<file path="config.mk">
export PLATFORM = sky130hd
export DESIGN_NAME = pcr_core
export DESIGN_NICKNAME = d
export VERILOG_FILES = /design/src/shared/pcr_pkg.sv /design/src/core/pcr_mem.sv /design/src/core/pcr_core.sv
export SDC_FILE = /design/constraint.sdc
export NUM_CORES = 1
export LEC_CHECK = 0
export BUFFER_PORTS_ARGS = -buffer_cell sky130_fd_sc_hd__buf_4
export CAP_MARGIN = 20
export CORE_ASPECT_RATIO = 1.5
export CORE_MARGIN = 2
export CORE_UTILIZATION = 45
export CTS_BUF_LIST = sky130_fd_sc_hd__clkbuf_16
export DETAILED_ROUTE_END_ITERATION = 10
export HOLD_SLACK_MARGIN = 0.1
export PLACE_DENSITY = 0.73
export SETUP_SLACK_MARGIN = 0.2
export SLEW_MARGIN = 25
export SYNTH_ARGS = -nofsm -noshare
export SYNTH_HDL_FRONTEND = slang
export SYNTH_HIERARCHICAL = 1
export SYNTH_SLANG_ARGS = --single-unit
</file>
<file path="constraint.sdc">
create_clock -name clk -period 22.2 [get_ports clk]
set_clock_uncertainty 0.1 [all_clocks]
set_input_delay 2.22 -clock clk [delete_from_list [all_inputs] [get_ports clk]]
set_output_delay 2.22 -clock clk [all_outputs]
set_load 0.005 [all_outputs]
</file>
<file path="src/shared/pcr_pkg.sv">
// shared constants and types for the parameter-read sequence interpreter
package pcr_pkg;
  localparam logic [11:0] SEQ_PERIOD = 12'h010;
  localparam logic [11:0] SEQ_RAMP = 12'h011;
  localparam logic [11:0] SEQ_LOOPBRK = 12'h012;
  localparam logic [11:0] SEQ_FALLBACK = 12'h013;
  localparam logic [11:0] SEQ_LIMITS = 12'h014;
  localparam logic [11:0] SEQ_FILTER = 12'h015;
  localparam logic [11:0] SEQ_ALMHYS = 12'h016;
  localparam logic [15:0] SEND_COUNT = 16'h0002;
  localparam logic [7:0] UNIT_MAX = 8'h31;
  localparam logic [3:0] BCD_DIGIT_MAX = 4'h9;
  localparam logic [15:0] RX_COUNT_2 = 16'h0002;
  localparam logic [15:0] RX_COUNT_3 = 16'h0003;
  localparam logic [15:0] RX_COUNT_4 = 16'h0004;
  localparam logic [1:0] LAST_2 = 2'h1;
  localparam logic [1:0] LAST_3 = 2'h2;
  localparam logic [1:0] LAST_4 = 2'h3;
  localparam logic [3:0] SIGN_F = 4'hf;
  localparam logic [3:0] SIGN_A = 4'ha;
  localparam logic signed [15:0] V_ZERO = 16'sh0000;
  localparam logic signed [15:0] V_ONE = 16'sh0001;
  localparam logic signed [15:0] V_PERIOD_MAX = 16'sh0063;
  localparam logic signed [15:0] V_MAX = 16'sh270f;
  localparam logic signed [15:0] V_MV_MIN = -16'sh0032;
  localparam logic signed [15:0] V_MV_MAX = 16'sh041a;
  localparam logic signed [15:0] V_RATE_MAX = 16'sh03e8;
  localparam int BIN_W = 14;
  localparam int DIGITS = 4;
  localparam logic [3:0] DD_LIMIT = 4'h4;
  localparam logic [3:0] DD_ADJ = 4'h3;
  localparam int WORDS = 4;
  typedef struct packed {
    logic [15:0] send_count;
    logic [15:0] send_unit;
    logic [11:0] seq;
  } pcr_req_t;
  typedef logic signed [2:0][15:0] pcr_ans_t;
  typedef struct packed {
    logic signed [15:0] lo;
    logic signed [15:0] hi;
  } pcr_rng_t;
endpackage

</file>
<file path="src/core/pcr_mem.sv">
// small receive-word buffer with registered read data
`timescale 1ns/10ps
module pcr_mem (
  input wire logic clk,
  input wire logic we,
  input wire logic [1:0] waddr,
  input wire logic [15:0] wdata,
  input wire logic [1:0] raddr,
  output logic [15:0] rdata
);
  import pcr_pkg::*;
  logic [WORDS-1:0][15:0] mem_r;
  always_ff @(posedge clk) begin
    if (we) begin
      mem_r[waddr] <= wdata;
    end
    rdata <= mem_r[raddr];
  end
endmodule

</file>
<file path="src/core/pcr_core.sv">
// parameter-read sequence interpreter, sequences 010 to 016
`timescale 1ns/10ps
// How it works
// caller puts send count 0002 first
// unit number BCD 00-31, upper byte ignored
// first receive word is total word count
// 010: count 0003, two periods 0001-0099
// 011: ramp unit 0000 s, 0001 hr
// 011: ramp set value 0000-9999
// 012: count 0002, loop-break time 0000-9999
// 013: count 0003, stop then error output
// fallback outputs F050-1050, F marks negative
// heat/cool: stop and lower use A sign
// 014: count 0004, upper, lower, rate limits
// upper limit up to 1050, heat/cool from 0000
// lower limit F050 to upper minus one (1049); heat/cool lets it reach 1050
// 014: change-rate limit 0000-1000
// 015: count 0002, input filter 0000-9999
// 016: count 0003, two hysteresis 0001-9999
// caller names send and receive areas
// bad count or unit rejected, nothing written
module pcr_core (
  input wire logic clk,
  input wire logic rst,
  input wire logic req_valid,
  input wire pcr_pkg::pcr_req_t req,
  input wire logic heat_cool,
  input wire logic unit_ack,
  input wire pcr_pkg::pcr_ans_t unit_words,
  output logic busy,
  output logic unit_req,
  output logic [7:0] unit_no,
  output logic [11:0] unit_seq,
  output logic rx_wr,
  output logic [1:0] rx_idx,
  output logic [15:0] rx_data,
  output logic done,
  output logic reject
);
  import pcr_pkg::*;

  ////////////////////////////////////////////////////////////////////////////
  typedef enum {ST_IDLE, ST_QUERY, ST_FILL, ST_DRAIN, ST_FLUSH} pcr_state_t;
  typedef struct packed {
    pcr_state_t st;
    logic [11:0] seq;
    logic [7:0] unit;
    logic heat_cool;
    pcr_ans_t words;
    logic [1:0] last;
    logic [1:0] idx;
    logic pend;
    logic [1:0] pend_i;
    logic busy;
    logic unit_req;
    logic rx_wr;
    logic [1:0] rx_idx;
    logic [15:0] rx_data;
    logic done;
    logic reject;
  } pcr_regs_t;

  pcr_regs_t st_r;
  pcr_regs_t st_nxt;
  logic mem_we;
  logic [15:0] mem_wdata;
  logic [15:0] mem_rdata;

  ////////////////////////////////////////////////////////////////////////////
  function automatic logic bcd_ok(input logic [7:0] b);
    return b[7:4] <= BCD_DIGIT_MAX && b[3:0] <= BCD_DIGIT_MAX;
  endfunction

  function automatic logic seq_ok(input logic [11:0] s);
    return s >= SEQ_PERIOD && s <= SEQ_ALMHYS;
  endfunction

  function automatic logic [15:0] rx_count(input logic [11:0] s);
    case (s)
      SEQ_LOOPBRK, SEQ_FILTER: return RX_COUNT_2;
      SEQ_LIMITS: return RX_COUNT_4;
      default: return RX_COUNT_3;
    endcase
  endfunction

  function automatic logic [1:0] last_idx(input logic [11:0] s);
    case (s)
      SEQ_LOOPBRK, SEQ_FILTER: return LAST_2;
      SEQ_LIMITS: return LAST_4;
      default: return LAST_3;
    endcase
  endfunction

  function automatic pcr_rng_t range_of(input logic [11:0] s,
                                        input logic [1:0] w,
                                        input logic hc);
    pcr_rng_t r;
    r.lo = V_ZERO;
    r.hi = V_MAX;
    case (s)
      SEQ_PERIOD: begin
        r.lo = V_ONE;
        r.hi = V_PERIOD_MAX;
      end
      SEQ_RAMP: begin
        if (w == LAST_2) begin
          r.hi = V_ONE;
        end
      end
      SEQ_FALLBACK: begin
        r.lo = V_MV_MIN;
        r.hi = V_MV_MAX;
      end
      SEQ_LIMITS: begin
        if (w == LAST_2) begin
          r.lo = hc ? V_ZERO : V_MV_MIN + V_ONE;
          r.hi = V_MV_MAX;
        end else if (w == LAST_3) begin
          r.lo = V_MV_MIN;
          r.hi = hc ? V_MV_MAX : V_MV_MAX - V_ONE;
        end else begin
          r.hi = V_RATE_MAX;
        end
      end
      SEQ_ALMHYS: r.lo = V_ONE;
      default: r.lo = V_ZERO;
    endcase
    return r;
  endfunction

  function automatic logic [15:0] to_bcd(input logic [BIN_W-1:0] b);
    logic [4*DIGITS+BIN_W-1:0] s;
    s = {{(4*DIGITS){1'b0}}, b};
    for (int k = 0; k < BIN_W; k++) begin
      for (int d = 0; d < DIGITS; d++) begin
        if (s[BIN_W+4*d +: 4] > DD_LIMIT) begin
          s[BIN_W+4*d +: 4] = s[BIN_W+4*d +: 4] + DD_ADJ;
        end
      end
      s = s << 1;
    end
    return s[4*DIGITS+BIN_W-1:BIN_W];
  endfunction

  function automatic logic [15:0] encode(input logic signed [15:0] v,
                                         input logic [11:0] s,
                                         input logic [1:0] w,
                                         input logic hc);
    pcr_rng_t r;
    logic signed [15:0] c;
    logic [15:0] mag;
    logic [15:0] b;
    logic a_sign;
    r = range_of(s, w, hc);
    c = (v < r.lo) ? r.lo : ((v > r.hi) ? r.hi : v);
    mag = c[15] ? 16'(-c) : 16'(c);
    b = to_bcd(mag[BIN_W-1:0]);
    a_sign = hc && ((s == SEQ_FALLBACK && w == LAST_2) ||
                    (s == SEQ_LIMITS && w == LAST_3));
    if (c[15]) begin
      b[15:12] = a_sign ? SIGN_A : SIGN_F;
    end
    return b;
  endfunction

  ////////////////////////////////////////////////////////////////////////////
  always_comb begin
    st_nxt = st_r;
    st_nxt.unit_req = 1'b0;
    st_nxt.rx_wr = 1'b0;
    st_nxt.done = 1'b0;
    st_nxt.reject = 1'b0;
    st_nxt.pend = 1'b0;
    mem_we = 1'b0;
    mem_wdata = rx_count(st_r.seq);
    case (st_r.st)
      ST_IDLE: begin
        if (req_valid) begin
          if (req.send_count == SEND_COUNT && seq_ok(req.seq) &&
              bcd_ok(req.send_unit[7:0]) &&
              req.send_unit[7:0] <= UNIT_MAX) begin
            st_nxt.st = ST_QUERY;
            st_nxt.seq = req.seq;
            st_nxt.unit = req.send_unit[7:0];
            st_nxt.heat_cool = heat_cool;
            st_nxt.last = last_idx(req.seq);
            st_nxt.busy = 1'b1;
            st_nxt.unit_req = 1'b1;
          end else begin
            st_nxt.reject = 1'b1;
          end
        end
      end
      ST_QUERY: begin
        st_nxt.unit_req = ~unit_ack;
        if (unit_ack) begin
          st_nxt.words = unit_words;
          st_nxt.idx = '0;
          st_nxt.st = ST_FILL;
        end
      end
      ST_FILL: begin
        mem_we = 1'b1;
        if (st_r.idx != '0) begin
          mem_wdata = encode(st_r.words[st_r.idx - 2'h1], st_r.seq,
                             st_r.idx, st_r.heat_cool);
        end
        st_nxt.idx = st_r.idx + 2'h1;
        if (st_r.idx == st_r.last) begin
          st_nxt.idx = '0;
          st_nxt.st = ST_DRAIN;
        end
      end
      ST_DRAIN: begin
        st_nxt.pend = 1'b1;
        st_nxt.pend_i = st_r.idx;
        st_nxt.idx = st_r.idx + 2'h1;
        if (st_r.idx == st_r.last) begin
          st_nxt.st = ST_FLUSH;
        end
      end
      ST_FLUSH: begin
        st_nxt.st = ST_IDLE;
        st_nxt.busy = 1'b0;
        st_nxt.done = 1'b1;
      end
      default: st_nxt.st = ST_IDLE;
    endcase
    if (st_r.pend) begin
      st_nxt.rx_wr = 1'b1;
      st_nxt.rx_idx = st_r.pend_i;
      st_nxt.rx_data = mem_rdata;
    end
  end

  always_ff @(posedge clk) begin
    if (rst) begin
      st_r <= '0;
      st_r.st <= ST_IDLE;
    end else begin
      st_r <= st_nxt;
    end
  end

  ////////////////////////////////////////////////////////////////////////////
  pcr_mem u_mem (
    .clk(clk),
    .we(mem_we),
    .waddr(st_r.idx),
    .wdata(mem_wdata),
    .raddr(st_r.idx),
    .rdata(mem_rdata)
  );

  assign busy = st_r.busy;
  assign unit_req = st_r.unit_req;
  assign unit_no = st_r.unit;
  assign unit_seq = st_r.seq;
  assign rx_wr = st_r.rx_wr;
  assign rx_idx = st_r.rx_idx;
  assign rx_data = st_r.rx_data;
  assign done = st_r.done;
  assign reject = st_r.reject;
endmodule

</file>
==> results of run 1 <==
[cell usage after synthesis, types with 21 or more instances]
cell and number:
sky130_fd_sc_hd__and2_1 25, sky130_fd_sc_hd__dfxtp_1 118, sky130_fd_sc_hd__ha_1 58, sky130_fd_sc_hd__nand2b_1 23, sky130_fd_sc_hd__nand3_1 45, sky130_fd_sc_hd__nand2_1 169
sky130_fd_sc_hd__mux2i_1 74, sky130_fd_sc_hd__a21oi_1 120, sky130_fd_sc_hd__a211oi_1 31, sky130_fd_sc_hd__nor2_1 118, sky130_fd_sc_hd__nor3_1 28, sky130_fd_sc_hd__xnor2_1 21
sky130_fd_sc_hd__inv_1 40, sky130_fd_sc_hd__edfxtp_1 64, sky130_fd_sc_hd__buf_4 40, sky130_fd_sc_hd__clkbuf_1 44, sky130_fd_sc_hd__o21ai_0 51
[cell families (layout without fill, tap and decap cells)]
family                     count (synthesis)  in the layout  synth area share (%)
and+or+nand+nor                          545            545                  20.5
AOI/OAI and AO/OA                        441            441                  23.6
DFF                                      182            182                  32.1
buffers and inverters                    153            217                  6.13
muxes                                    106            106                  9.94
adders and majority gates                 59             59                  5.51
xor gates and xnor gates                  31             31                  2.26
[per-stage QoR]
stage               instances  total power, mW  hold slack [ns]
CTS                      1976            0.649            0.355
finish                   1976            0.644            0.355
detailed placement       1944            0.367            0.346
global placement         1944            0.367            0.343
global route             1976            0.661            0.369
floorplan                1517            0.353            0.331
[power breakdown]
part | total [mW] | switching, mW | internal (mW) | leakage, nW
Sequential | 0.342 | 0.0000332 | 0.342 | 1.63
Combinational | 0.0173 | 0.00670 | 0.0106 | 3.63
Clock | 0.284 | 0.136 | 0.148 | 0.277
[final cells by class]
type	count	area, µm²	area share [%]
Multi-Input combinational cell	1182	8270	55.7
Sequential cell	182	4290	28.9
Timing Repair Buffer	141	1060	7.14
Inverter	44	168	1.13
Tap cell	395	494	3.33
Clock buffer	17	425	2.87
Clock inverter	15	133	0.894
[flip-flops by register name (all words and copies together) (netlist names)]
name         flops
st_r            59
u_mem/mem_r     64
rx_idx           2
unit_no          8
reject           1
rx_data         16
unit_req         1
u_mem/rdata     16
busy             1
rx_wr            1
done             1
unit_seq        12
[worst paths after layout]
check,end,slack (ns),start
worst max-delay path,u_mem/mem_r[57],5.77,st_r[27]
worst min-delay path,st_r[37],0.36,st_r[37]
worst max register to register,u_mem/mem_r[57],5.77,st_r[27]
worst min register to register,st_r[37],0.36,st_r[37]
[worst register-to-register path, delay by kind of cell, from the launching register on]
family          cells  cell delay [ns]
simple gates       19             4.72
mux                 4             1.04
compound gates     20             5.29
xor+xnor            1             0.42
fa+ha+maj           8             2.53
buf+inv             6             1.44
flops               1             0.69
[metal layers]
layer  global-route usage (%)  vias up  share of wire, %
met3                     2.81       58               3.7
met1                     22.8     5605                40
met4                     7.25        0               2.3
met5                        0        -                 0
li1                         -     5744                 -
met2                     39.2      278                54
==> impl_summary.txt, run 1 <==
----------------------------------------------------
[Run status]
  Result of the run ... finished, final reports clean

[Detailed routing]
  DR WL/cell ... approximately 16 µm
  WL final ... about 32 mm
  Antenna Violating Nets Remaining ... 0
  Via density per instance ... 5.91
  Routed vias ... approximately 12000
  Number of remaining DRC errors ... 0
  Number of design-rule violations left by the first detailed-router iteration ... between 500 and 600
  Drt pass-1 iters ... 5

[Clocking]
  Post-CTS setup buffer count ... 0
  Source-to-sink clock delay at the later pin of the worst-skew pair ... about 0.44 ns
  Clock tree from TritonCTS ... built
  Number of hold buffers added after CTS ... 0
  Clock-pin transition on the worst setup and hold timing paths ... about 0.07 ns
  Clk buf depth ... 2
  Cts bufs inserted ... 17
  H-Tree Depth ... 4
  Number of resized instances in the post-cts repair step ... 0
  Clock tree root buffer cell ... sky130_fd_sc_hd__clkbuf_16
  Clock Sinks ... 182

[Placement]
  Post-placement setup slack ... approximately 5.7 ns
  Post-DP HPWL ... around 25 mm
  Routability Congestion ... between 0.9 and 1
  Count of port buffers added during placement ... around 130
  Placed Instance Area ... 0.0143 mm²

[STA]
  Part of the cycle the worst path needs ... about three quarters
  Final max-slew violation count ... 0
  Final hold violation count ... 0
  Minimum clock period ... between 15 and 20 ns
  Transition time at the pin with the least slew margin ... ~0.95 ns
  Final sum of negative setup slack ... 0 ns
  Relative max-transition margin ... 36.4%
  Post-route setup slack ... roughly 5.8 ns
  Final setup fails ... 0
  RSZ-0062 raised after global routing ... false
  Peak Freq ... between 60 and 70 MHz

[Global route]
  Via count of the first global-routing pass ... roughly 11000
  Antenna violations before repair ... 0
  Global-route wire length before repair ... 53.0 mm
  Grt ovf ... 0
  Largest net degree at the start of global routing ... 93
  GRT Overall Usage ... 20.6%

[Logic synthesis]
  Commonest register cell after synthesis ... sky130_fd_sc_hd__dfxtp_1
  Top cell type by total area after synthesis ... sky130_fd_sc_hd__dfxtp_1
  Sequential-to-total area share from yosys stat ... approximately a third
  Share of Yosys cell area claimed by the top area cell type ... between 10% and 20%
  Mapped Area ... roughly 0.013 mm²
  Post-synthesis cell count ... approximately 1500
  Warning count from the yosys run ... 6
  Number of flip-flops and latches in the synthesized netlist ... between 150 and 200
  Dominant cells by area after synthesis ... sky130_fd_sc_hd__dfxtp_1 18%, sky130_fd_sc_hd__edfxtp_1 14%, sky130_fd_sc_hd__mux2i_1 5.5%, sky130_fd_sc_hd__ha_1 5.4%, sky130_fd_sc_hd__nand2_1 4.7%
  Number of enable flip-flop cells after synthesis ... 64
  Async SR Flop Fraction ... 0%
  Number of nets produced by synthesis ... 1672
  Mean cell area of the mapped netlist ... 8.81 µm²
  Number of library cell types mapped by synthesis ... between 100 and 150

[Floorplan]
  I/O pin total ... between 100 and 150
  Starting Density ... roughly 45%
  Standard-cell rows ... 77
  Horizontal die dimension ... ~140 µm
  Core region area ... 0.0294 mm²
  Area enclosed by the die boundary ... approximately 0.031 mm²
  Die Height ... 215 µm

[Setup path]
  Critical Path Stages ... between 50 and 60
  Largest fanout of any net on the critical path ... 35
  Biggest cell delay along the critical path ... a little under 0.7 ns
  Critical path class ... reg -> reg
  CP Data Required Time ... roughly 22 ns
  Startpoint class of the critical path ... flop
  Critical path's slowest cell ... sky130_fd_sc_hd__dfxtp_2
  Register-to-Register Path Depth ... between 50 and 60
  WP data arrival ... about 17 ns
  Count of buffering cells on the critical path with inverters included ... 6
  Cell occurring most often along the worst timing path ... sky130_fd_sc_hd__ha_1
  CP endpoint kind ... flop
  Crit-path leading delay family ... compound AO/OA/AOI/OAI gates

[Power and ir drop]
  Power density over the cells ... between 40 and 50 mW/mm²
  Largest vdd supply drop ... approximately 0.043 mV
  LEAKAGE ... around 5.5 nW

[Run]
  Count of max-cap constraint violations ... 0

[Finish]
  Final Net Count ... 1723
  Fraction of the core area covered by cells at the end of the flow ... about half
  Number of diodes added for antenna fixing ... 0
  Most common library cell in the layout ignoring fill and taps ... sky130_fd_sc_hd__nand2_1
  Final standard cell area without fillers ... 0.0148 mm²
  Layout cell share with drive strength beyond 1 ... roughly 18%
  Layout overhead on the synthesized area ... 11.0%
  Number of inserted filler cells in the final layout ... about 2700
  Leading cell types in the layout, fill and taps excluded ... 169 x sky130_fd_sc_hd__nand2_1, 141 x sky130_fd_sc_hd__buf_4, 120 x sky130_fd_sc_hd__a21oi_1

[Worst hold path]
  Cells on Worst Hold Path ... 2
  Path type of the worst min-delay path ... reg -> reg

----------------------------------------------------
Note: power is estimated with default switching activity, not from simulation.
==> run 2, diff against run 1 <==
- ABC_AREA: not set -> 1
- clock period: 22.2 -> 16.4 ns (I/O delays scaled with it)
==> run 2 against run 1 <==
Effect of this change: synthesized cell count increased by 25%; routed wire length decreased by 8.1%; total power increased by 37%; critical path type unchanged; critical endpoint is now u_mem/mem_r[1].
==> impl_summary.txt, run 2 <==
----------------------------------------------------
[Detailed routing]
  Via density per instance ... 4.98 (was 5.91)
  Number of remaining DRC errors ... 0 (unchanged)
  Routed vias ... 11900 (was 11700)
  WL final ... 29.8 mm (was 32.4 mm)
  Antenna Violating Nets Remaining ... 0 (unchanged)
  Drt pass-1 iters ... 5 (unchanged)
  DR WL/cell ... 12.5 µm (was 16.4 µm)
  Number of design-rule violations left by the first detailed-router iteration ... 670 (was 562)

[Setup path]
  CP endpoint kind ... flop (unchanged)
  WP data arrival ... 12.64 ns (was 16.56 ns)
  Register-to-Register Path Depth ... 82 (was 58)
  Register-to-register setup slack ... 3.83 ns (was 5.77 ns)
  Critical path class ... reg -> reg (unchanged)
  Critical R2R Launch ... st_r[26] (was st_r[27])
  RR Endpoint ... u_mem/mem_r[1] (was u_mem/mem_r[57])
  Startpoint class of the critical path ... flop (unchanged)
  Biggest cell delay along the critical path ... 0.58 ns (was 0.69 ns)
  Critical path's slowest cell ... sky130_fd_sc_hd__buf_4 (was sky130_fd_sc_hd__dfxtp_2)
  CP Data Required Time ... 16.47 ns (was 22.33 ns)
  Largest fanout of any net on the critical path ... 71 (was 35)
  Cell occurring most often along the worst timing path ... sky130_fd_sc_hd__nand2_1 (was sky130_fd_sc_hd__ha_1)

[STA]
  Part of the cycle the worst path needs ... 76.6% (was 74.0%)
  Transition time at the pin with the least slew margin ... 0.939 ns (was 0.949 ns)
  Minimum clock period ... 12.57 ns (was 16.43 ns)
  Relative max-transition margin ... 37.4% (was 36.4%)
  Peak Freq ... 79.6 MHz (was 60.9 MHz)
  Final sum of negative setup slack ... 0 ns (unchanged)
  Final max-slew violation count ... 0 (unchanged)
  Post-route setup slack ... 3.83 ns (was 5.77 ns)
  Final setup fails ... 0 (unchanged)
  RSZ-0062 raised after global routing ... false (unchanged)
  Final hold violation count ... 0 (unchanged)

[Logic synthesis]
  Dominant cells by area after synthesis ... sky130_fd_sc_hd__dfxtp_1 18%, sky130_fd_sc_hd__edfxtp_1 15%, sky130_fd_sc_hd__nand2_1 13%, sky130_fd_sc_hd__inv_1 8.3%, sky130_fd_sc_hd__nand3_1 7.2% (was sky130_fd_sc_hd__dfxtp_1 18%, sky130_fd_sc_hd__edfxtp_1 14%, sky130_fd_sc_hd__mux2i_1 5.5%, sky130_fd_sc_hd__ha_1 5.4%, sky130_fd_sc_hd__nand2_1 4.7%)
  XOR/XNOR Fraction of Synth Area ... 1.81% (was 2.26%)
  Warning count from the yosys run ... 6 (unchanged)
  Number of library cell types mapped by synthesis ... 57 (was 127)
  Number of flip-flops and latches in the synthesized netlist ... 182 (unchanged)
  Top cell type by total area after synthesis ... sky130_fd_sc_hd__dfxtp_1 (unchanged)
  Mean cell area of the mapped netlist ... 6.87 µm² (was 8.81 µm²)
  Adder and majority gate portion of the synthesized area ... 5.55% (was 5.51%)
  Post-synthesis cell count ... 1902 (was 1517)
  Share of Yosys cell area claimed by the top area cell type ... 18.1% (was 17.7%)
  Post-synthesis mux area share ... 0% (was 9.94%)
  Number of enable flip-flop cells after synthesis ... 64 (unchanged)
  Async SR Flop Fraction ... 0% (unchanged)
  Area fraction in compound gates after synthesis ... 12.9% (was 23.6%)
  Commonest register cell after synthesis ... sky130_fd_sc_hd__dfxtp_1 (unchanged)
  Number of nets produced by synthesis ... 2057 (was 1672)
  Main combinational cell family by area after synthesis ... simple AND/OR/NAND/NOR gates (was compound AO/OA/AOI/OAI gates)
  Sequential-to-total area share from yosys stat ... 32.8% (was 32.1%)
  Mapped Area ... 0.0131 mm² (was 0.0134 mm²)
  Library cell with the highest instance count after synthesis ... sky130_fd_sc_hd__nand2_1 (unchanged)
  Most numerous cell types in the synthesized netlist ... 460 x sky130_fd_sc_hd__nand2_1, 289 x sky130_fd_sc_hd__inv_1, 187 x sky130_fd_sc_hd__nand3_1, 130 x sky130_fd_sc_hd__o21ai_0, 126 x sky130_fd_sc_hd__nor2_1 (was 169 x sky130_fd_sc_hd__nand2_1, 120 x sky130_fd_sc_hd__a21oi_1, 118 x sky130_fd_sc_hd__dfxtp_1, 118 x sky130_fd_sc_hd__nor2_1, 74 x sky130_fd_sc_hd__mux2i_1)
  Post-synthesis share of cell area spent on and, or, nand and nor gates ... 33.7% (was 20.5%)

[Floorplan]
  Die Height ... 213 µm (was 215 µm)
  Standard-cell rows ... 76 (was 77)
  Horizontal die dimension ... 143 µm (was 145 µm)
  Area enclosed by the die boundary ... 0.0305 mm² (was 0.0311 mm²)
  Starting Density ... 45.7% (was 45.5%)
  Core region area ... 0.0286 mm² (was 0.0294 mm²)
  I/O pin total ... 140 (unchanged)

[Global route]
  Largest net degree at the start of global routing ... 98 (was 93)
  M2 GR Usage ... 40.5% (was 39.2%)
  Antenna violations before repair ... 1 (was 0)
  Global route hottest layer ... met2 (unchanged)
  GRT Overall Usage ... 20.1% (was 20.6%)
  Met3 track demand over resource in global routing ... 1.59% (was 2.81%)
  Via count of the first global-routing pass ... 11500 (was 11200)
  GR Util met1 ... 21.0% (was 22.8%)
  Global-route wire length before repair ... 50.3 mm (was 53.0 mm)
  Grt ovf ... 0 (unchanged)

[Finish]
  Regs by FF count ... u_mem/mem_r (64), st_r (59) (unchanged)
  Number of inserted filler cells in the final layout ... 2774 (was 2716)
  Leading cell types in the layout, fill and taps excluded ... 460 x sky130_fd_sc_hd__nand2_1, 290 x sky130_fd_sc_hd__inv_1, 186 x sky130_fd_sc_hd__nand3_1 (was 169 x sky130_fd_sc_hd__nand2_1, 141 x sky130_fd_sc_hd__buf_4, 120 x sky130_fd_sc_hd__a21oi_1)
  Most flop-heavy register ... u_mem/mem_r (unchanged)
  Layout Cells excl Fill ... 2380 (was 1976)
  Most common library cell in the layout ignoring fill and taps ... sky130_fd_sc_hd__nand2_1 (unchanged)
  Flip-flop count of the largest register, all copies and words added ... 64 (unchanged)
  Sequential cell area ... 0.00429 mm² (about the same)
  Final Net Count ... 2133 (was 1723)
  Layout cell share with drive strength beyond 1 ... 17.8% (about the same)
  Area occupied by multi-input gates ... 0.00707 mm² (was 0.00827 mm²)
  Layout overhead on the synthesized area ... 12.2% (was 11.0%)

[Placement]
  Placed cell count ... 2349 (was 1944)
  Routability Congestion ... 0.903 (was 0.949)
  Post-placement setup slack ... 3.80 ns (was 5.66 ns)
  Count of port buffers added during placement ... 131 (unchanged)
  Post-DP HPWL ... 23.1 mm (was 24.5 mm)

[Power and ir drop]
  Largest vdd supply drop ... 0.0745 mV (was 0.0435 mV)
  LEAKAGE ... 7.54 nW (was 5.54 nW)
  Net switching fraction of the power ... 20.6% (was 22.2%)
  Power density over the cells ... 60.0 mW/mm² (was 43.4 mW/mm²)
  Cell internal power dissipation ... 699 µW (was 501 µW)
  Net load switching power ... 181 µW (was 143 µW)
  Clk network pwr share ... 44.3% (was 44.1%)
  Gate power share ... 3.0% (was 2.7%)
  Seq pwr share ... 52.7% (was 53.2%)

[Clocking]
  Number of resized instances in the post-cts repair step ... 0 (unchanged)
  Clock tree from TritonCTS ... built (unchanged)
  Number of hold buffers added after CTS ... 0 (unchanged)
  Source-to-sink clock delay at the later pin of the worst-skew pair ... 0.43 ns (was 0.44 ns)
  Clock tree root buffer cell ... sky130_fd_sc_hd__clkbuf_16 (unchanged)
  Cts bufs inserted ... 17 (unchanged)
  Clk buf depth ... 2 (unchanged)
  H-Tree Depth ... 4 (unchanged)
  Clock-pin transition on the worst setup and hold timing paths ... 0.06 ns (was 0.07 ns)
  Clock Sinks ... 182 (unchanged)
  Post-CTS setup buffer count ... 0 (unchanged)

[Worst hold path]
  Cells on Worst Hold Path ... 2 (unchanged)
  Hold Startpoint ... st_r[59] (was st_r[37])
  Capture endpoint of the worst hold path ... st_r[59] (was st_r[37])
  Path type of the worst min-delay path ... reg -> reg (unchanged)

[Run status]
  Result of the run ... finished, final reports clean (unchanged)

[Run]
  Count of max-cap constraint violations ... 0 (unchanged)

----------------------------------------------------
==> run 2: layer usage <==
metal | wire length (µm) | part of all wire [%]
met2 | 16600 | 56
met4 | 831 | 2.8
met5 | 0 | 0
met1 | 11700 | 39
met3 | 655 | 2.2
==> run 2: worst max-delay path by stage <==
stage,from,depth (start not counted),endpoint,slack [ns]
finish,st_r[26],82,u_mem/mem_r[1],3.83
global route,st_r[26],79,u_mem/mem_r[55],2.36
CTS,st_r[26],79,u_mem/mem_r[39],3.74
detailed placement,st_r[26],79,u_mem/mem_r[23],3.80
global placement,st_r[26],78,u_mem/mem_r[23],4.05
floorplan,st_r[26],89,u_mem/mem_r[17],6.09
==> run 2: cells by family (layout without fill, tap and decap cells) <==
family / after synthesis / count (layout)
simple gates: 940 / 940
buf+inv: 400 / 487
compound gates: 301 / 301
fa+ha+maj: 58 / 58
flops: 182 / 182
other cells: 0 / 1
xor+xnor: 21 / 21
==> run 2: final cells by class <==
type / instances / area share [%]
repair buffers: 141 / 7.22
multi-input cells: 1320 / 48.2
inverters: 316 / 8.14
clock buffers: 20 / 3.41
diodes: 1 / 0.0171
well taps: 390 / 3.33
clock inverters: 10 / 0.452
flip-flops and latches: 182 / 29.2
==> run 2: through the flow <==
| step | instance area [µm²] | utilization (%) | total power [mW] | hold slack, ns |
|---|---|---|---|---|
| 2_1_floorplan | 13100 | - | 0.481 | 0.320 |
| 3_3_place_gp | 14100 | 49.3 | 0.500 | 0.330 |
| 3_5_place_dp | 14100 | 49.3 | 0.501 | 0.333 |
| 4_1_cts | 14700 | 51.2 | 0.886 | 0.342 |
| 5_1_grt | 14700 | 51.2 | 0.906 | 0.354 |
| 6_report | 14700 | 51.2 | 0.880 | 0.341 |
==> run 2: power groups by stage <==
stage,registers [mW],clock network [mW],logic [mW]
floorplan,0.474,0,0.00681
global placement,0.474,0,0.0266
detailed placement,0.474,0,0.0268
CTS,0.464,0.395,0.0269
global route,0.463,0.413,0.0291
finish,0.464,0.390,0.0267
==> run 2: worst max-delay path, delay by kind of cell, from the launching register on <==
kind | cells | cell delay [ns]
compound gates | 9 | 1.57
buf+inv | 17 | 2.05
flops | 1 | 0.31
xor+xnor | 4 | 1.06
fa+ha+maj | 13 | 3.00
simple gates | 39 | 4.19
